`src/inc/uch_defines.vh`:
```
`ifndef UCH_DEFINES_VH
`define UCH_DEFINES_VH

// Register addresses on the three address pins
`define UCH_ADDR_HOLDING    3'h0
`define UCH_ADDR_INT_ENABLE 3'h1
`define UCH_ADDR_INT_STATUS 3'h2
`define UCH_ADDR_LINE_CTRL  3'h3
`define UCH_ADDR_MODEM_CTRL 3'h4
`define UCH_ADDR_LINE_STAT  3'h5
`define UCH_ADDR_MODEM_STAT 3'h6
`define UCH_ADDR_SCRATCH    3'h7

// Bank selection
`define UCH_LCR_ENH_KEY     8'hBF
`define UCH_LCR_DIV_BIT     7
`define UCH_MCR_LOOP_BIT    4
`define UCH_FEATURE_CONTROL_SWAP_BIT   6
`define UCH_EFR_ENH_BIT     4
`define UCH_DIV_ZERO        8'h00

// Bits that only live while the enhanced enable is set
`define UCH_IER_ENH_MASK    8'hF0
`define UCH_ISR_ENH_MASK    8'h30
`define UCH_FCR_ENH_MASK    8'h30
`define UCH_MCR_ENH_MASK    8'hE0

// Modem control output bits
`define UCH_MCR_DTR_BIT     0
`define UCH_MCR_RTS_BIT     1
`define UCH_MCR_OP1_BIT     2
`define UCH_MCR_OP2_BIT     3

// Reset values
`define UCH_RST_REG         8'h00
`define UCH_RST_SCRATCH     8'hFF
`define UCH_IDLE_READ       8'h00

// Default identity values, arbitrary
`define UCH_DEF_REVISION    8'h01
`define UCH_DEF_IDENTITY    8'hA5

`endif

```
`src/verilog/uch_channel_regs.v`:
```
`timescale 1ns/10ps
`default_nettype none
`include "uch_defines.vh"

////////////////////////////////////////////////////////////////////////////////
// How it works
// - Modem control bit 4 set enters loopback; clearing it leaves loopback.
// - In loopback the transmit shift output feeds the receive shift input.
// - In loopback the transmit pin is held high at mark.
// - In loopback request-to-send and terminal-ready pins stay deasserted.
// - In loopback the four modem input pins are ignored.
// - All other channel functions keep working unchanged in loopback.
// - Own register set per channel; chip and channel select pick responder.
// - Line control bit 7 clear: address 0 reads rx and writes tx holding.
// - Divisor bank: addresses 0,1,2 are divisor low, high, alt function.
// - Divisor both zero: addresses 0,1 read revision and identity codes.
// - Normal bank: 1 is interrupt enable; 2 reads status, writes FIFO ctrl.
// - 3,4 line and modem control; 5,6 read status, writes reserved.
// - Feature bit 6 clear: address 7 is read/write scratch pad.
// - Feature bit 6 set: address 7 reads FIFO level, writes mode select.
// - Key 0xBF: address 0 trigger/level, 1 feature, 2 enhanced function.
// - Key 0xBF: addresses 4 to 7 are the four flow characters.
// - Enhanced-only bits read zero and are inert without enhanced enable.
module uch_channel_regs #(
    parameter       CHANNEL_SEL   = 1'b0,
    parameter [7:0] REVISION_CODE = `UCH_DEF_REVISION,
    parameter [7:0] IDENTITY_CODE = `UCH_DEF_IDENTITY
) (
    input  wire       sys_clk,
    input  wire       rst,
    // Host bus pins
    input  wire       chipSelectN,
    input  wire       channelSelect,
    input  wire       readStrobeN,
    input  wire       writeStrobeN,
    input  wire [2:0] address,
    input  wire [7:0] dataIn,
    output reg  [7:0] dataOut,
    output wire       dataOutEn,
    // Serial and modem pins
    input  wire       rxPin,
    input  wire       clearToSendN,
    input  wire       dataSetReadyN,
    input  wire       carrier_detect_n,
    input  wire       ring_indicate_n,
    output wire       txPin,
    output wire       requestToSendN,
    output wire       terminalReadyN,
    // Channel datapath side
    input  wire       txSerial,
    output wire       rxSerial,
    input  wire [7:0] rxHoldingData,
    input  wire [7:0] interruptStatusIn,
    input  wire [7:0] lineStatusIn,
    input  wire [7:0] fifoLevelIn,
    output reg        rxHoldingRead,
    output reg        interruptStatusRead,
    output reg        lineStatusRead,
    output reg        txHoldingWrite,
    output reg        fifoControlWrite,
    output reg        triggerLevelWrite,
    output reg        modeSelectWrite,
    output reg  [7:0] writeData,
    output wire [7:0] fifoControlData,
    output wire [7:0] baudDivisorLow,
    output wire [7:0] baudDivisorHigh,
    output wire [7:0] altFunction,
    output wire [7:0] interruptEnable,
    output wire [7:0] featureControl,
    output wire [7:0] enhancedFunction,
    output wire [7:0] lineControl,
    output wire [7:0] modemControl,
    output wire [7:0] flowCharOne,
    output wire [7:0] flowCharTwo,
    output wire [7:0] flowCharThree,
    output wire [7:0] flowCharFour,
    output wire       loopbackActive
);

    ////////////////////////////////////////////////////////////////////////////
    // Pin synchronisation
    wire [19:0] pinsSync;
    wire        csSyncN;
    wire        chanSync;
    wire        rdSyncN;
    wire        wrSyncN;
    wire [2:0]  addrSync;
    wire [7:0]  dataSync;
    wire        rxSync;
    wire [3:0]  modemPinsSyncN;

    uch_sync2 #(
        .WIDTH   (20),
        .RST_VAL (20'hFFFFF)
    ) u_sync (
        .sys_clk (sys_clk),
        .rst     (rst),
        .asyncIn ({chipSelectN, channelSelect, readStrobeN, writeStrobeN,
                   address, dataIn, rxPin, carrier_detect_n,
                   ring_indicate_n, dataSetReadyN, clearToSendN}),
        .syncOut (pinsSync)
    );

    assign csSyncN        = pinsSync[19];
    assign chanSync       = pinsSync[18];
    assign rdSyncN        = pinsSync[17];
    assign wrSyncN        = pinsSync[16];
    assign addrSync       = pinsSync[15:13];
    assign dataSync       = pinsSync[12:5];
    assign rxSync         = pinsSync[4];
    assign modemPinsSyncN = pinsSync[3:0];

    ////////////////////////////////////////////////////////////////////////////
    // Registers
    reg  [7:0] divLowReg;
    reg  [7:0] divHighReg;
    reg  [7:0] altFuncReg;
    reg  [7:0] intEnableReg;
    reg  [7:0] fifoCtrlReg;
    reg  [7:0] lineCtrlReg;
    reg  [7:0] modemCtrlReg;
    reg  [7:0] scratchReg;
    reg  [7:0] featureReg;
    reg  [7:0] enhFuncReg;
    reg  [7:0] flowChar [0:3];
    reg  [3:0] modemDelta;
    reg  [3:0] modemPrev;
    reg        readActive;
    reg        prevRdN;
    reg        prevWrN;
    reg        prevSel;
    reg  [2:0] prevAddr;
    reg  [7:0] prevData;
    reg  [7:0] next_readData;
    wire [3:0] modemLevels;
    wire       selected;
    wire       readTake;
    wire       writeTake;
    wire       enhEnable;
    wire       divBank;
    wire       enhBank;
    wire       divZero;
    wire [7:0] ierMask;
    wire [7:0] isrMask;
    wire [7:0] fcrMask;
    wire [7:0] mcrMask;
    wire [7:0] modemStatus;

    // Chip select and channel select choose this register set
    assign selected  = ~csSyncN & (chanSync == CHANNEL_SEL);
    assign readTake  = selected & prevRdN & ~rdSyncN;
    assign writeTake = prevSel & ~prevWrN & wrSyncN;
    assign dataOutEn = readActive & ~rdSyncN;

    assign enhEnable = enhFuncReg[`UCH_EFR_ENH_BIT];
    assign enhBank   = (lineCtrlReg == `UCH_LCR_ENH_KEY);
    assign divBank   = lineCtrlReg[`UCH_LCR_DIV_BIT] & ~enhBank;
    assign divZero   = (divLowReg == `UCH_DIV_ZERO) &
                       (divHighReg == `UCH_DIV_ZERO);

    // Gated bit groups
    assign ierMask = enhEnable ? 8'hFF : ~`UCH_IER_ENH_MASK;
    assign isrMask = enhEnable ? 8'hFF : ~`UCH_ISR_ENH_MASK;
    assign fcrMask = enhEnable ? 8'hFF : ~`UCH_FCR_ENH_MASK;
    assign mcrMask = enhEnable ? 8'hFF : ~`UCH_MCR_ENH_MASK;

    assign baudDivisorLow   = divLowReg;
    assign baudDivisorHigh  = divHighReg;
    assign altFunction      = altFuncReg;
    assign interruptEnable  = intEnableReg & ierMask;
    assign fifoControlData  = fifoCtrlReg & fcrMask;
    assign featureControl   = featureReg;
    assign enhancedFunction = enhFuncReg;
    assign lineControl      = lineCtrlReg;
    assign modemControl     = modemCtrlReg & mcrMask;
    assign flowCharOne      = flowChar[0];
    assign flowCharTwo      = flowChar[1];
    assign flowCharThree    = flowChar[2];
    assign flowCharFour     = flowChar[3];
    assign loopbackActive   = modemCtrlReg[`UCH_MCR_LOOP_BIT];

    assign modemStatus = {modemLevels, modemDelta};

    ////////////////////////////////////////////////////////////////////////////
    // Loopback routing of serial and modem pins
    uch_loop_route u_loop (
        .sys_clk     (sys_clk),
        .rst         (rst),
        .loopback    (loopbackActive),
        .txSerial    (txSerial),
        .rxPinSync   (rxSync),
        .modemBits   (modemCtrlReg[3:0]),
        .modemPinsN  (modemPinsSyncN),
        .txPin       (txPin),
        .rtsPinN     (requestToSendN),
        .dtrPinN     (terminalReadyN),
        .rxSerial    (rxSerial),
        .modemLevels (modemLevels)
    );

    ////////////////////////////////////////////////////////////////////////////
    // Read data selection
    always @* begin
        next_readData = `UCH_IDLE_READ;
        if (enhBank) begin
            if (addrSync == `UCH_ADDR_HOLDING) begin
                next_readData = fifoLevelIn;
            end else if (addrSync == `UCH_ADDR_INT_ENABLE) begin
                next_readData = featureReg;
            end else if (addrSync == `UCH_ADDR_INT_STATUS) begin
                next_readData = enhFuncReg;
            end else if (addrSync == `UCH_ADDR_LINE_CTRL) begin
                next_readData = lineCtrlReg;
            end else begin
                next_readData = flowChar[addrSync[1:0]];
            end
        end else if (divBank &&
                     addrSync <= `UCH_ADDR_INT_STATUS) begin
            if (addrSync == `UCH_ADDR_HOLDING) begin
                next_readData = divZero ? REVISION_CODE
                                        : divLowReg;
            end else if (addrSync == `UCH_ADDR_INT_ENABLE) begin
                next_readData = divZero ? IDENTITY_CODE
                                        : divHighReg;
            end else begin
                next_readData = altFuncReg;
            end
        end else if (addrSync == `UCH_ADDR_HOLDING) begin
            next_readData = rxHoldingData;
        end else if (addrSync == `UCH_ADDR_INT_ENABLE) begin
            next_readData = intEnableReg & ierMask;
        end else if (addrSync == `UCH_ADDR_INT_STATUS) begin
            next_readData = interruptStatusIn & isrMask;
        end else if (addrSync == `UCH_ADDR_LINE_CTRL) begin
            next_readData = lineCtrlReg;
        end else if (addrSync == `UCH_ADDR_MODEM_CTRL) begin
            next_readData = modemCtrlReg & mcrMask;
        end else if (addrSync == `UCH_ADDR_LINE_STAT) begin
            next_readData = lineStatusIn;
        end else if (addrSync == `UCH_ADDR_MODEM_STAT) begin
            next_readData = modemStatus;
        end else if (featureReg[`UCH_FEATURE_CONTROL_SWAP_BIT]) begin
            next_readData = fifoLevelIn;
        end else begin
            next_readData = scratchReg;
        end
    end

    ////////////////////////////////////////////////////////////////////////////
    // Strobe tracking, read capture and read side effects
    always @(posedge sys_clk) begin
        if (rst) begin
            prevRdN             <= 1'b1;
            prevWrN             <= 1'b1;
            prevSel             <= 1'b0;
            prevAddr            <= 3'h0;
            prevData            <= 8'h00;
            readActive          <= 1'b0;
            dataOut             <= `UCH_IDLE_READ;
            rxHoldingRead       <= 1'b0;
            interruptStatusRead <= 1'b0;
            lineStatusRead      <= 1'b0;
        end else begin
            prevRdN  <= rdSyncN;
            prevWrN  <= wrSyncN;
            prevSel  <= selected;
            prevAddr <= addrSync;
            prevData <= dataSync;
            rxHoldingRead       <= 1'b0;
            interruptStatusRead <= 1'b0;
            lineStatusRead      <= 1'b0;
            if (rdSyncN) begin
                readActive <= 1'b0;
            end else if (readTake) begin
                readActive <= 1'b1;
                dataOut    <= next_readData;
            end
            if (readTake && !enhBank && !divBank) begin
                rxHoldingRead <=
                    (addrSync == `UCH_ADDR_HOLDING);
                interruptStatusRead <=
                    (addrSync == `UCH_ADDR_INT_STATUS);
                lineStatusRead <=
                    (addrSync == `UCH_ADDR_LINE_STAT);
            end
        end
    end

    ////////////////////////////////////////////////////////////////////////////
    // Modem status deltas, cleared by a read; a new change wins
    always @(posedge sys_clk) begin
        if (rst) begin
            modemPrev  <= 4'h0;
            modemDelta <= 4'h0;
        end else begin
            modemPrev <= modemLevels;
            if (readTake && !enhBank &&
                addrSync == `UCH_ADDR_MODEM_STAT) begin
                modemDelta <= modemLevels ^ modemPrev;
            end else begin
                modemDelta <= modemDelta | (modemLevels ^ modemPrev);
            end
        end
    end

    ////////////////////////////////////////////////////////////////////////////
    // Register writes, taken at the end of the write strobe
    always @(posedge sys_clk) begin
        if (rst) begin
            divLowReg         <= `UCH_RST_REG;
            divHighReg        <= `UCH_RST_REG;
            altFuncReg        <= `UCH_RST_REG;
            intEnableReg      <= `UCH_RST_REG;
            fifoCtrlReg       <= `UCH_RST_REG;
            lineCtrlReg       <= `UCH_RST_REG;
            modemCtrlReg      <= `UCH_RST_REG;
            scratchReg        <= `UCH_RST_SCRATCH;
            featureReg        <= `UCH_RST_REG;
            enhFuncReg        <= `UCH_RST_REG;
            flowChar[0]       <= `UCH_RST_REG;
            flowChar[1]       <= `UCH_RST_REG;
            flowChar[2]       <= `UCH_RST_REG;
            flowChar[3]       <= `UCH_RST_REG;
            writeData         <= 8'h00;
            txHoldingWrite    <= 1'b0;
            fifoControlWrite  <= 1'b0;
            triggerLevelWrite <= 1'b0;
            modeSelectWrite   <= 1'b0;
        end else begin
            txHoldingWrite    <= 1'b0;
            fifoControlWrite  <= 1'b0;
            triggerLevelWrite <= 1'b0;
            modeSelectWrite   <= 1'b0;
            if (writeTake) begin
                writeData <= prevData;
                if (prevAddr == `UCH_ADDR_LINE_CTRL) begin
                    lineCtrlReg <= prevData;
                end else if (enhBank) begin
                    if (prevAddr == `UCH_ADDR_HOLDING) begin
                        triggerLevelWrite <= 1'b1;
                    end else if (prevAddr == `UCH_ADDR_INT_ENABLE) begin
                        featureReg <= prevData;
                    end else if (prevAddr == `UCH_ADDR_INT_STATUS) begin
                        enhFuncReg <= prevData;
                    end else begin
                        flowChar[prevAddr[1:0]] <= prevData;
                    end
                end else if (divBank &&
                             prevAddr <= `UCH_ADDR_INT_STATUS) begin
                    if (prevAddr == `UCH_ADDR_HOLDING) begin
                        divLowReg <= prevData;
                    end else if (prevAddr == `UCH_ADDR_INT_ENABLE) begin
                        divHighReg <= prevData;
                    end else begin
                        altFuncReg <= prevData;
                    end
                end else if (prevAddr == `UCH_ADDR_HOLDING) begin
                    txHoldingWrite <= 1'b1;
                end else if (prevAddr == `UCH_ADDR_INT_ENABLE) begin
                    intEnableReg <= (prevData & ierMask) |
                                    (intEnableReg & ~ierMask);
                end else if (prevAddr == `UCH_ADDR_INT_STATUS) begin
                    fifoControlWrite <= 1'b1;
                    fifoCtrlReg <= (prevData & fcrMask) |
                                   (fifoCtrlReg & ~fcrMask);
                end else if (prevAddr == `UCH_ADDR_MODEM_CTRL) begin
                    modemCtrlReg <= (prevData & mcrMask) |
                                    (modemCtrlReg & ~mcrMask);
                end else if (prevAddr == `UCH_ADDR_SCRATCH) begin
                    if (featureReg[`UCH_FEATURE_CONTROL_SWAP_BIT]) begin
                        modeSelectWrite <= 1'b1;
                    end else begin
                        scratchReg <= prevData;
                    end
                end
                // Status addresses 5 and 6 drop the write
            end
        end
    end

    // Loopback only reroutes pins; framing, FIFO and interrupt paths are
    // untouched

endmodule // uch_channel_regs

`default_nettype wire

```
`src/verilog/uch_sync2.v`:
```
`timescale 1ns/10ps
`default_nettype none

////////////////////////////////////////////////////////////////////////////////
// Two-stage synchroniser for pins from outside the clock domain
module uch_sync2 #(
    parameter WIDTH    = 20,
    parameter RST_VAL  = 20'hFFFFF
) (
    input  wire             sys_clk,
    input  wire             rst,
    input  wire [WIDTH-1:0] asyncIn,
    output reg  [WIDTH-1:0] syncOut
);

    reg [WIDTH-1:0] stageOne;

    always @(posedge sys_clk) begin
        if (rst) begin
            stageOne <= RST_VAL;
            syncOut  <= RST_VAL;
        end else begin
            stageOne <= asyncIn;
            syncOut  <= stageOne;
        end
    end

endmodule // uch_sync2

`default_nettype wire

```
`src/verilog/uch_loop_route.v`:
```
`timescale 1ns/10ps
`default_nettype none

////////////////////////////////////////////////////////////////////////////////
// Pin routing between normal operation and internal loopback
module uch_loop_route (
    input  wire       sys_clk,
    input  wire       rst,
    input  wire       loopback,
    input  wire       txSerial,
    input  wire       rxPinSync,
    input  wire [3:0] modemBits,
    input  wire [3:0] modemPinsN,
    output reg        txPin,
    output reg        rtsPinN,
    output reg        dtrPinN,
    output reg        rxSerial,
    output reg  [3:0] modemLevels
);

    // modemBits: {op2, op1, rts, dtr}; modemPinsN: {cd, ri, dsr, cts}
    always @(posedge sys_clk) begin
        if (rst) begin
            txPin       <= 1'b1;
            rtsPinN     <= 1'b1;
            dtrPinN     <= 1'b1;
            rxSerial    <= 1'b1;
            modemLevels <= 4'h0;
        end else if (loopback) begin
            txPin       <= 1'b1;
            rtsPinN     <= 1'b1;
            dtrPinN     <= 1'b1;
            rxSerial    <= txSerial;
            // Outputs fed back instead of pins
            modemLevels <= {modemBits[3], modemBits[2],
                            modemBits[0], modemBits[1]};
        end else begin
            txPin       <= txSerial;
            rtsPinN     <= ~modemBits[1];
            dtrPinN     <= ~modemBits[0];
            rxSerial    <= rxPinSync;
            modemLevels <= ~modemPinsN;
        end
    end

endmodule // uch_loop_route

`default_nettype wire

```
`config.mk`:
```
export PLATFORM = sky130hd
export DESIGN_NAME = uch_channel_regs
export DESIGN_NICKNAME = d
export VERILOG_FILES = /design/src/verilog/uch_channel_regs.v /design/src/verilog/uch_sync2.v /design/src/verilog/uch_loop_route.v
export VERILOG_INCLUDE_DIRS = /design/src /design/src/inc
export SDC_FILE = /design/constraint.sdc
export NUM_CORES = 1
export LEC_CHECK = 0
export BUFFER_PORTS_ARGS = -buffer_cell sky130_fd_sc_hd__buf_4
export CORE_ASPECT_RATIO = 0.75
export CORE_MARGIN = 3
export CORE_UTILIZATION = 40
export CTS_CLUSTER_SIZE = 10
export DETAILED_ROUTE_END_ITERATION = 12
export GPL_TIMING_DRIVEN = 0
export PLACE_DENSITY = 0.68
export SYNTH_ARGS = -nofsm -noshare
export SYNTH_HDL_FRONTEND = slang
export SYNTH_SLANG_ARGS = --single-unit
```
`constraint.sdc`:
```
create_clock -name sys_clk -period 4.8 [get_ports sys_clk]
set_input_delay 0.48 -clock sys_clk [delete_from_list [all_inputs] [get_ports sys_clk]]
set_output_delay 0.48 -clock sys_clk [all_outputs]
set_load 0.03 [all_outputs]
```
# Yosys cells after proc, flatten, opt, wreduce, memory -nomap -nowiden
# Memory sizes are Yosys's and may differ from the RTL's. A register that Yosys moved wholly into a read port is not among the register bits.
# Cells that the tools add are included.
totals:
  word_cells: 164
  regBits: 174
  in_bits: 55
  n_memories: 1
  ramBits: 32
op_classes:
  n_reduce_logical: 30
  bitwise: 44
  n_lt_le_gt_ge: 2
  n_mux: 41
  eq_ne: 12
mem_list:
  columns: ["memory", "depth", "word_bits", "rd", "rd_clocked_by_memory_dff", "write_ports", "line_no", "source"]
  rows:
  - ["flowChar", 4, 8, 5, 1, 4, "uch_channel_regs.v:125", "reg [7:0] flowChar [0:3];"]
ops:
  columns: ["op", "count"]
  rows:
  - ["$mux 8", 21]
  - ["$and 8x8->8", 10]
  - ["$not 8->8", 3]
  - ["$or 8x8->8", 3]
  - ["$reduce_and 6->1", 4]
  - ["$not 1->1", 17]
  - ["$logic_not 8->1", 2]
  - ["$eq 3x3->1 const B", 5]
  - ["$mux 1", 15]
  - ["$eq 3x2->1 const B", 4]
  - ["$reduce_and 10->1", 1]
  - ["$reduce_and 5->1", 2]
  - ["$reduce_or 10->1", 1]
  - ["$and 1x1->1", 8]
  - ["$eq 8x8->1 const B", 1]
  - ["$mux 4", 2]
  - ["$reduce_and 8->1", 1]
  - ["$reduce_or 8->1", 1]
  - ["$reduce_and 7->1", 1]
  - ["$reduce_or 7->1", 1]
  - ["$eq 3x1->1 const B", 2]
  - ["$le 3x2->1 const B", 2]
  - ["$logic_not 3->1", 2]
  - ["$mux 6", 1]
  - ["10 further kinds", 19]

# Logic depth before layout (Yosys ltp)
# Gate-level depths: netlist (run 1).
logic_depth:
  word_depth: 11
  ltp_mapped: 8
  depth_no_buf: 6

# Cells and area by module
# A second synthesis (run 1) with hierarchy kept.
hier_totals:
  hier_cells: 893
  area_unflattened_um2: 8949.8
modules_own_cells:
  columns: ["module", "instances", "cells_each", "area_per_inst_um2", "seq_area_each_um2"]
  rows:
  - ["uch_channel_regs", 1, 782, 7609.8, 3483.3]
  - ["uch_sync2", 1, 84, 1071.0, 800.8]
  - ["uch_loop_route", 1, 27, 269.0, 160.2]

# Least setup slack after synthesis (run 1)
# OpenSTA, ideal clock, no wires.
synth_path:
  path_type: "register to register"
  from: "register lineCtrlReg[3] (netlist: lineControl[3])"
  to: "memory flowChar[2][0], enable pin"
  setup_slack_ps: 2469
  required_time_ps: 4416
  period_less_slack_ps: 2331
  arrival_ps: 1947
  path_buffers: 1
  stages_incl_launch_ff: 7
  path_cell_list: "dfxtp_1 > nand4b_1 > or2_1 > buf_6 > nor2_1 > nand3_1 > o21ai_0"
synth_lines:
  columns: ["item", "line_no", "source"]
  rows:
  - ["start, declared", "uch_channel_regs.v:120", "reg [7:0] lineCtrlReg;"]
  - ["start signal, assigned", "uch_channel_regs.v:315", "lineCtrlReg <= `UCH_RST_REG;"]
  - ["start signal, assigned", "uch_channel_regs.v:337", "lineCtrlReg <= prevData;"]
  - ["end, declared", "uch_channel_regs.v:125", null]

==> impl_metrics.tcl, run 1 <==
set metrics [dict create \
    cap_violations 0 \
    setup_viol 0 \
    pre_cts_slack_ps 1940 \
    synth_area_leaders "dfxtp_1 39%, edfxtp_1 11%, mux2i_1 7.2%" \
    n_antenna_cell 0 \
    via_per_inst 5.64 \
    hold_violations 0 \
    setup_ws_ps 1860 \
    ant_nets 0 \
    synth_fp_nets 982 \
    critPathArrivalTime_ps 3060 \
    fin_nets 1195 \
    critical_path_class "reg -> reg" \
    ys_top_cells_by_count "174 x dfxtp_1, 90 x nor2_1, 89 x nand2_1" \
    coreArea_sq_mm 0.0215 \
    clkPwrFrac_pct 43.6 \
    comb_power_share_pct 7.9 \
    vias 8088 \
    postPlaceCellArea_sq_mm 0.0106 \
    cts_htree_levels 1 \
    largest_reg_flops 32 \
    numCtsBuffers 24 \
    drv_slew 0 \
    syn_area_per_cell_sq_um 9.57 \
    ys_ff_latch 206 \
    r2r_slack_ps 1860 \
    finalInstanceArea_sq_mm 0.0113 \
    ys_seq_area_share_pct 50.1 \
    numClockSinks 206 \
    crit_buf_inv 1 \
    gp_congestion 0.986 \
    grt.overflow.total 0 \
    critPathSlowestCell "o21ai_0" \
    dieArea_sq_mm 0.0240 \
    cp-start-kind "flop" \
    switching_share_pct 24.5 \
    start_util_pct 41.3 \
    syn_inst 927 \
    chipWidth_um 178 \
    drt_pass1_iterations 5 \
    status "finished clean" \
    holdPathStages 2 \
    row_count 46 \
    cts_max_path_buffers 3 \
    crit_fanout 8 \
    post_drt_wl_per_cell_um 24.5 \
    intPower_mw 2.83 \
    rsz0062_at_grt "false" \
    final.setup.tns_ps 0 \
    synthArstFlopShare_pct 0 \
    startpoint "lineControl[3]" \
    seq_power_share_pct 48.5 \
    yosysWarnings 0 \
    min_from "channelSelect" \
    grt_start_max_net_pins 14 \
    worstPathRequired_ps 4930 \
    synth_top_cell_by_area "dfxtp_1" \
    area_growth_pct 27.6 \
    fin_crit_sh_pct 61.2 \
    post_cts_resized 0 \
    slew_headroom_pct 4.44 \
    slowest_delay_ps 1130 \
    fillers 2022 \
    critPathTopFamily "compound AO/OA/AOI/OAI gates" \
    first_global_vias 7522 \
    yosysUniqueCellTypes 72 \
    reg_top3 "flowChar (32), u_sync.stageOne (20), u_sync.syncOut (20)" \
    yosysMostFrequentCell "dfxtp_1" \
    clock.fmax_mhz 341 \
    irDropWorstVdd_mv 0.212 \
    min_to "u_sync.stageOne[18]" \
    synth_edf_count 32 \
    post-route-min-period_ps 2940 \
    io-pin-count 188 \
    p_per_area_mw_per_mm2 331 \
    numPortBuffers 186 \
    cellLeakagePower_nw 4.80 \
    regMostFlops "flowChar" \
    drc 0 \
    reg2reg_to "flowChar[1][3]" \
    p_sw_mw 0.917 \
    cts_setup_buffers 0 \
    clk_pin_slew_ps 50 \
    grt_pass1_wl_um 50000 \
    synth_top_cell_area_share_pct 39.3 \
    drt_iter0_drc 905 \
    final_core_util_pct 52.7 \
    r2r_start "lineControl[3]" \
    cts_hold_buf 0 \
    synth_top_flop_cell "dfxtp_1" \
    hold_slack_ps 126 \
    dp_hpwl_um 26200 \
    gr-usage-all-layers_pct 28.5 \
    endpoint_kind "flop" \
    cts_root_buf "clkbuf_16" \
    tritoncts "built" \
    die_y_um 135 \
    wl_um 35100 \
    antenna_found_initial 0 \
    synth.cell_area_sq_mm 0.00887 \
    clk_latency_ps 540 \
    hold_path_class "in -> reg" \
    crit_chain "nand4b_1, or2_1, buf_6, nor2_1, nand3_1, o21ai_0" \
    drive_above_1_share_pct 29.1 \
    ff2ff_path_depth 6 \
    clock_skew_ps 22.6 \
    tightest_slew_ps 1420 \
]
per-layer routing:
layer	up-vias	wire length (um)	GRT usage (%)
met4	0	937	6.63
met3	66	4360	9.30
met1	3858	15500	41.6
li1	3645	-	-
met5	-	0	0
met2	519	14300	40.8
layout make-up:
class | instances | area [sq um] | area share [%]
inverter | 7 | 26.3 | 0.232
buffer | 87 | 457 | 4.04
tap | 288 | 360 | 3.19
sequential | 206 | 4440 | 39.3
clock inverter | 1 | 30.0 | 0.265
clock buffer | 31 | 647 | 5.72
multi-input combinational | 627 | 3950 | 34.9
timing repair buffer | 187 | 1400 | 12.4
power by group through the flow:
stage	registers (mW)	logic [mW]	clock network [mW]
after floorplan	1.86	0.131	0
after global placement	1.85	0.288	0
after detailed placement	1.85	0.288	0
after CTS	1.81	0.289	1.65
after global routing	1.82	0.311	1.71
final	1.81	0.295	1.63
kinds of logic after synthesis:
| kind of cell | after synthesis | synth area share (%) |
|---|---|---|
| AND/OR/NAND/NOR | 381 | 22.5 |
| flip-flops | 206 | 50.1 |
| AO/OA/AOI/OAI | 164 | 11.4 |
| buffers and inverters | 94 | 5.45 |
| multiplexers | 78 | 10.1 |
| XOR/XNOR | 4 | 0.395 |
worst max path at each step:
stage                      to  depth (start not counted)
2_1_floorplan  flowChar[2][0]                          6
3_5_place_dp   flowChar[2][1]                          6
5_1_grt        flowChar[1][3]                          6
6_report       flowChar[1][3]                          6
3_3_place_gp   flowChar[3][7]                          4
4_1_cts        flowChar[2][3]                          6
metrics by stage:
| step | power (mW) | std cells |
|---|---|---|
| 2_1_floorplan | 1.99 | 927 |
| 3_3_place_gp | 2.14 | 1401 |
| 3_5_place_dp | 2.14 | 1402 |
| 4_1_cts | 3.75 | 1434 |
| 5_1_grt | 3.84 | 1434 |
| 6_report | 3.74 | 1434 |
cell usage in the layout (no fill, tap or decap), types with 5 or more instances in the layout:
| cell | netlist | routed |
|---|---|---|
| a21oi_1 | 69 | 69 |
| a31oi_1 | 6 | 6 |
| and2_1 | 17 | 17 |
| and3_1 | 24 | 24 |
| buf_1 | 5 | 5 |
| buf_2 | 22 | 22 |
| buf_4 | 19 | 206 |
| clkbuf_1 | 36 | 41 |
| clkbuf_16 | 0 | 24 |
| dfxtp_1 | 174 | 174 |
| edfxtp_1 | 32 | 32 |
| inv_1 | 6 | 6 |
| mux2_2 | 5 | 5 |
| mux2i_1 | 64 | 64 |
| mux4_2 | 9 | 9 |
| nand2_1 | 89 | 89 |
| nand2b_1 | 9 | 9 |
| nand3_1 | 38 | 38 |
| nand4_1 | 5 | 5 |
| nor2_1 | 90 | 90 |
| nor2b_1 | 24 | 24 |
| nor3_1 | 8 | 8 |
| nor4_1 | 9 | 9 |
| o21ai_0 | 27 | 26 |
| o22ai_1 | 15 | 15 |
| or2_2 | 43 | 43 |
(Power assumes the default switching activity.)
==> run 2, diff against run 1 <==
--- a/config.mk
+++ b/config.mk
@@ -13,7 +13,7 @@
 export CTS_CLUSTER_SIZE = 10
 export DETAILED_ROUTE_END_ITERATION = 12
 export GPL_TIMING_DRIVEN = 0
-export PLACE_DENSITY = 0.68
+export PLACE_DENSITY = 0.7
 export SYNTH_ARGS = -nofsm -noshare
 export SYNTH_HDL_FRONTEND = slang
 export SYNTH_SLANG_ARGS = --single-unit
==> constraint.sdc (replaced) <==
create_clock -name sys_clk -period 2.4 [get_ports sys_clk]
set_input_delay 0.24 -clock sys_clk [delete_from_list [all_inputs] [get_ports sys_clk]]
set_output_delay 0.24 -clock sys_clk [all_outputs]
set_load 0.03 [all_outputs]
==> impl_metrics.tcl, run 2 (same netlist as run 1, synthesis figures left out) <==
set metrics [dict create \
    fin_crit_sh_pct 99.0 \
    drv_slew 0 \
    fillers 2003 \
    hold_violations 0 \
    final-instance-count-excl-fill 1454 \
    cp-start-kind "flop" \
    io-pin-count 188 \
    start_util_pct 41.3 \
    reg2reg_to "dataOut[1]" \
    hold_path_class "in -> reg" \
    layout_common_cells "206 x buf_4, 170 x dfxtp_1, 90 x nor2_1" \
    cts_htree_levels 1 \
    clock_skew_ps 11.7 \
    post_drt_wl_per_cell_um 24.5 \
    irDropWorstVdd_mv 0.546 \
    gp_congestion 0.980 \
    maxUsedRoutingLayer "met4" \
    r2r_start "u_sync.syncOut[14]" \
    endpoint_kind "flop" \
    largest_reg_flops 32 \
    drc 0 \
    first_global_vias 7872 \
    clock.fmax_mhz 421 \
    drive_above_1_share_pct 29.5 \
    numClockSinks 206 \
    via_per_inst 5.61 \
    regMostFlops "flowChar" \
    critical_path_class "reg -> reg" \
    drt_iter0_drc 826 \
    cts_max_path_buffers 3 \
    min_from "rxHoldingData[0]" \
    wl_met2_um 14600 \
    n_antenna_cell 0 \
    rsz0062_at_grt "false" \
    r2r_slack_ps 20 \
    gr-usage-all-layers_pct 29.1 \
    slew_headroom_pct 24.5 \
    worstPathRequired_ps 2770 \
    wl_um 35600 \
    ff2ff_path_depth 6 \
    grt_start_max_net_pins 14 \
    numCtsBuffers 24 \
    crit_fanout 10 \
    grt_pass1_wl_um 51200 \
    cellLeakagePower_nw 4.91 \
    die_y_um 135 \
    dp_hpwl_um 26400 \
    final_common_cell "buf_4" \
    antenna_found_initial 0 \
    met3_wirelength_um 4160 \
    wl_met1_um 15600 \
    holdPathStages 3 \
    pre_cts_slack_ps -414 \
    dpl.cell_count 1402 \
    ant_nets 0 \
    finalInstanceArea_sq_mm 0.0116 \
    postPlaceCellArea_sq_mm 0.0106 \
    fin_nets 1216 \
    tritoncts "built" \
    coreArea_sq_mm 0.0215 \
    drt_pass1_iterations 5 \
    cap_violations 0 \
    cts_root_buf "clkbuf_16" \
    clk_pin_slew_ps 60 \
    tightest_slew_ps 1130 \
    post-route-min-period_ps 2380 \
    chipWidth_um 178 \
    area_growth_pct 30.3 \
    p_per_area_mw_per_mm2 651 \
    grt.overflow.total 0 \
    clk_latency_ps 530 \
    row_count 46 \
    setup_viol 0 \
    critPathArrivalTime_ps 2740 \
    dieArea_sq_mm 0.0240 \
    min_to "dataOut[0]" \
    status "finished clean" \
    cts_setup_buffers 0 \
    reg_top3 "flowChar (32), u_sync.stageOne (20), u_sync.syncOut (20)" \
    setup_ws_ps 24.8 \
    vias 8158 \
    numPortBuffers 186 \
]
run 2: cell count changes in the layout (fill, tap and decap cells not counted), sizes merged:
cell	delta
dlygate4sd3	+21
bufinv	+1
buf	-2
run 2: metrics by stage:
stage	hold WS, ps	utilization (%)	power (mW)	TNS [ps]
2_1_floorplan	339	-	3.99	0
3_3_place_gp	390	49.5	4.28	-9910
3_5_place_dp	393	49.5	4.28	-6520
4_1_cts	8.40	53.7	7.57	0
5_1_grt	23.9	53.8	7.75	0
6_report	23.5	53.8	7.53	0
run 2: worst max-delay path by stage:
| stage | start | to | slack, ps | cells past startpoint |
|---|---|---|---|---|
| final | u_sync.syncOut[14] | dataOut[1] | 20 | 6 |
| after global routing | lineControl[5] | flowChar[0][0] | 20 | 8 |
| after CTS | lineControl[3] | flowChar[0][3] | 1 | 8 |
| after detailed placement | lineControl[3] | flowChar[1][2] | -410 | 6 |
| after global placement | lineControl[3] | flowChar[3][7] | -510 | 4 |
| after floorplan | lineControl[3] | flowChar[2][0] | 70 | 6 |
run 2: critical path, cell delays in order (launching register included):
cell,delay [ps]
dfxtp_1,560
clkbuf_4,360
buf_2,380
mux4_2,440
a21oi_1,170
a2bb2oi_1,200
o22ai_1,100
run 2: report_power, final:
group	switching (mW)	total [mW]	internal [mW]	leakage, nW
Sequential	0.0518	3.63	3.58	1.75
Combinational	0.395	0.625	0.231	2.83
Clock	1.36	3.27	1.91	0.327
run 2: timing repair:
action / CTS / global route
hold buffers: 21 / 0
setup endpoints to repair: 28 / 16
hold endpoints to repair: 22 / 0
resized for setup: 6 / 11
run 2: layout make-up:
class	count	area, sq um	area share [%]
flip-flops and latches	206	4450	38.5
multi-input cells	627	3960	34.3
repair buffers	208	1610	14.0
clock buffers	29	619	5.36
plain buffers	87	465	4.03
well taps	288	360	3.12
clock inverters	2	60.1	0.520
inverters	7	26.3	0.227
run 2: per-layer routing:
metal | GRT usage (%) | vias to the layer above
met5 | 0.208 | -
met4 | 9.68 | 0
met3 | 9.02 | 80
met2 | 41.7 | 473
met1 | 41.5 | 3899
li1 | - | 3706
==> run 3, diff against run 2 <==
--- a/config.mk
+++ b/config.mk
@@ -10,6 +10,7 @@
 export CORE_ASPECT_RATIO = 0.75
 export CORE_MARGIN = 3
 export CORE_UTILIZATION = 40
+export CTS_BUF_LIST = sky130_fd_sc_hd__clkbuf_4 sky130_fd_sc_hd__clkbuf_8 sky130_fd_sc_hd__clkbuf_16
 export CTS_CLUSTER_SIZE = 10
 export DETAILED_ROUTE_END_ITERATION = 12
 export GPL_TIMING_DRIVEN = 0
==> impl_metrics.tcl, run 3 (same netlist as run 1, synthesis figures left out) <==
set metrics [dict create \
    final-instance-count-excl-fill 1455 \
    crit_fanout 10 \
    min_to "dataOut[0]" \
    slowest_delay_ps 550 \
    r2r_slack_ps 10 \
    hold_path_class "in -> reg" \
    vias 8120 \
    fin_nets 1216 \
    use_met2_pct 41.7 \
    cellLeakagePower_nw 4.92 \
    critical_path_class "reg -> reg" \
    cts_htree_levels 1 \
    final_common_cell "buf_4" \
    start_util_pct 41.3 \
    drv_slew 0 \
    wl_um 35600 \
    dieArea_sq_mm 0.0240 \
    grt_start_max_net_pins 14 \
    gr-usage-all-layers_pct 29.1 \
    groute.layer.met1.usage_pct 41.5 \
    largest_reg_flops 32 \
    cts_max_path_buffers 3 \
    cp-start-kind "flop" \
    dpl.cell_count 1402 \
    critPathArrivalTime_ps 2840 \
    cts_root_buf "clkbuf_16" \
    drt_pass1_iterations 6 \
    holdPathStages 3 \
    hold_violations 0 \
    setup_viol 0 \
    ff2ff_path_depth 6 \
    grt_pass1_wl_um 51200 \
    clk_latency_ps 530 \
    use_met3_pct 9.02 \
    total_power_mw 7.59 \
    fillers 1999 \
    drt_iter0_drc 875 \
    busiest_layer "met2" \
    worstPathRequired_ps 2850 \
    numClockSinks 206 \
    fin_crit_sh_pct 99.4 \
    cap_violations 0 \
    die_y_um 135 \
    tritoncts "built" \
    r2r_start "u_sync.syncOut[14]" \
    gp_congestion 0.980 \
    reg2reg_to "dataOut[2]" \
    numPortBuffers 186 \
    clock_skew_ps 12.7 \
    irDropWorstVdd_mv 0.550 \
    coreArea_sq_mm 0.0215 \
    grt.overflow.total 0 \
    tightest_slew_ps 1140 \
    critPathSlowestCell "dfxtp_1" \
    status "finished clean" \
    regMostFlops "flowChar" \
    post-route-min-period_ps 2390 \
    area_growth_pct 30.5 \
    clock.fmax_mhz 419 \
    crit_top_cell "o2111ai_1" \
    endpoint_kind "flop" \
    numCtsBuffers 24 \
    chipWidth_um 178 \
    slew_headroom_pct 24.2 \
    layout_common_cells "206 x buf_4, 170 x dfxtp_1, 90 x nor2_1" \
    clk_pin_slew_ps 60 \
    dp_hpwl_um 26400 \
    rsz0062_at_grt "false" \
    first_global_vias 7867 \
    drive_above_1_share_pct 29.8 \
    drc 0 \
    via_per_inst 5.58 \
    crit_chain "clkbuf_4, nor2b_1, a311oi_1, o2111ai_1, o2111ai_1, o21ai_0" \
    reg_top3 "flowChar (32), u_sync.stageOne (20), u_sync.syncOut (20)" \
    post_drt_wl_per_cell_um 24.5 \
    ant_nets 0 \
    io-pin-count 188 \
    row_count 46 \
    p_per_area_mw_per_mm2 656 \
    antenna_found_initial 0 \
    min_from "rxHoldingData[0]" \
]
run 3: worst max-delay path, delay by kind of cell, from the launching register on:
kind	cells	cell delay [ps]
AOI/OAI and AO/OA	4	940
DFF	1	550
and+or+nand+nor	1	470
buffers and inverters	1	350
run 3: cell type report:
cell class              instances  area, sq um  area share, %
flip-flops and latches        206         4450           38.5
multi-input cells             627         3960           34.2
repair buffers                208         1610           13.9
clock buffers                  29          638           5.51
plain buffers                  87          465           4.02
well taps                     288          360           3.11
clock inverters                 2         60.1          0.519
inverters                       7         26.3          0.227
diodes                          1         2.50         0.0216
run 3: through the flow:
stage | util, % | hold WS (ps) | instance area (sq um) | worst slack (ps) | setup TNS (ps)
after floorplan | - | 339 | 8870 | 69.1 | 0
after global placement | 49.5 | 390 | 10600 | -510 | -9910
after detailed placement | 49.5 | 393 | 10600 | -414 | -6520
after CTS | 53.8 | 9.55 | 11600 | 63.8 | 0
after global routing | 53.9 | 24.0 | 11600 | 22.8 | 0
final | 53.9 | 21.3 | 11600 | 13.5 | 0
run 3: report_power, final:
| part | switching (mW) | internal (mW) | total [mW] | leakage (nW) |
|---|---|---|---|---|
| clock | 1.38 | 1.97 | 3.34 | 0.344 |
| sequential | 0.0515 | 3.58 | 3.63 | 1.75 |
| combinational | 0.394 | 0.231 | 0.625 | 2.83 |
run 3: worst max path at each step:
stage	startpoint	endpoint	slack, ps	cells after the start
after floorplan	lineControl[3]	flowChar[2][0]	70	6
after global placement	lineControl[3]	flowChar[3][7]	-510	4
after detailed placement	lineControl[3]	flowChar[1][2]	-410	6
after CTS	u_sync.syncOut[14]	dataOut[2]	60	6
after global routing	lineControl[5]	flowChar[0][0]	20	8
final	u_sync.syncOut[14]	dataOut[2]	10	6
run 3: timing repair:
action | CTS | global route
hold endpoints to repair | 22 | 0
hold buffers | 21 | 0
setup buffers | 0 | 0
gates resized for setup | 7 | 9
endpoints found under the setup margin | 28 | 16
run 3: routing by layer:
metal	wire, um	part of all wire (%)
met3	4120	12
met4	1200	3.4
met5	0	0
met1	15700	44
met2	14600	41
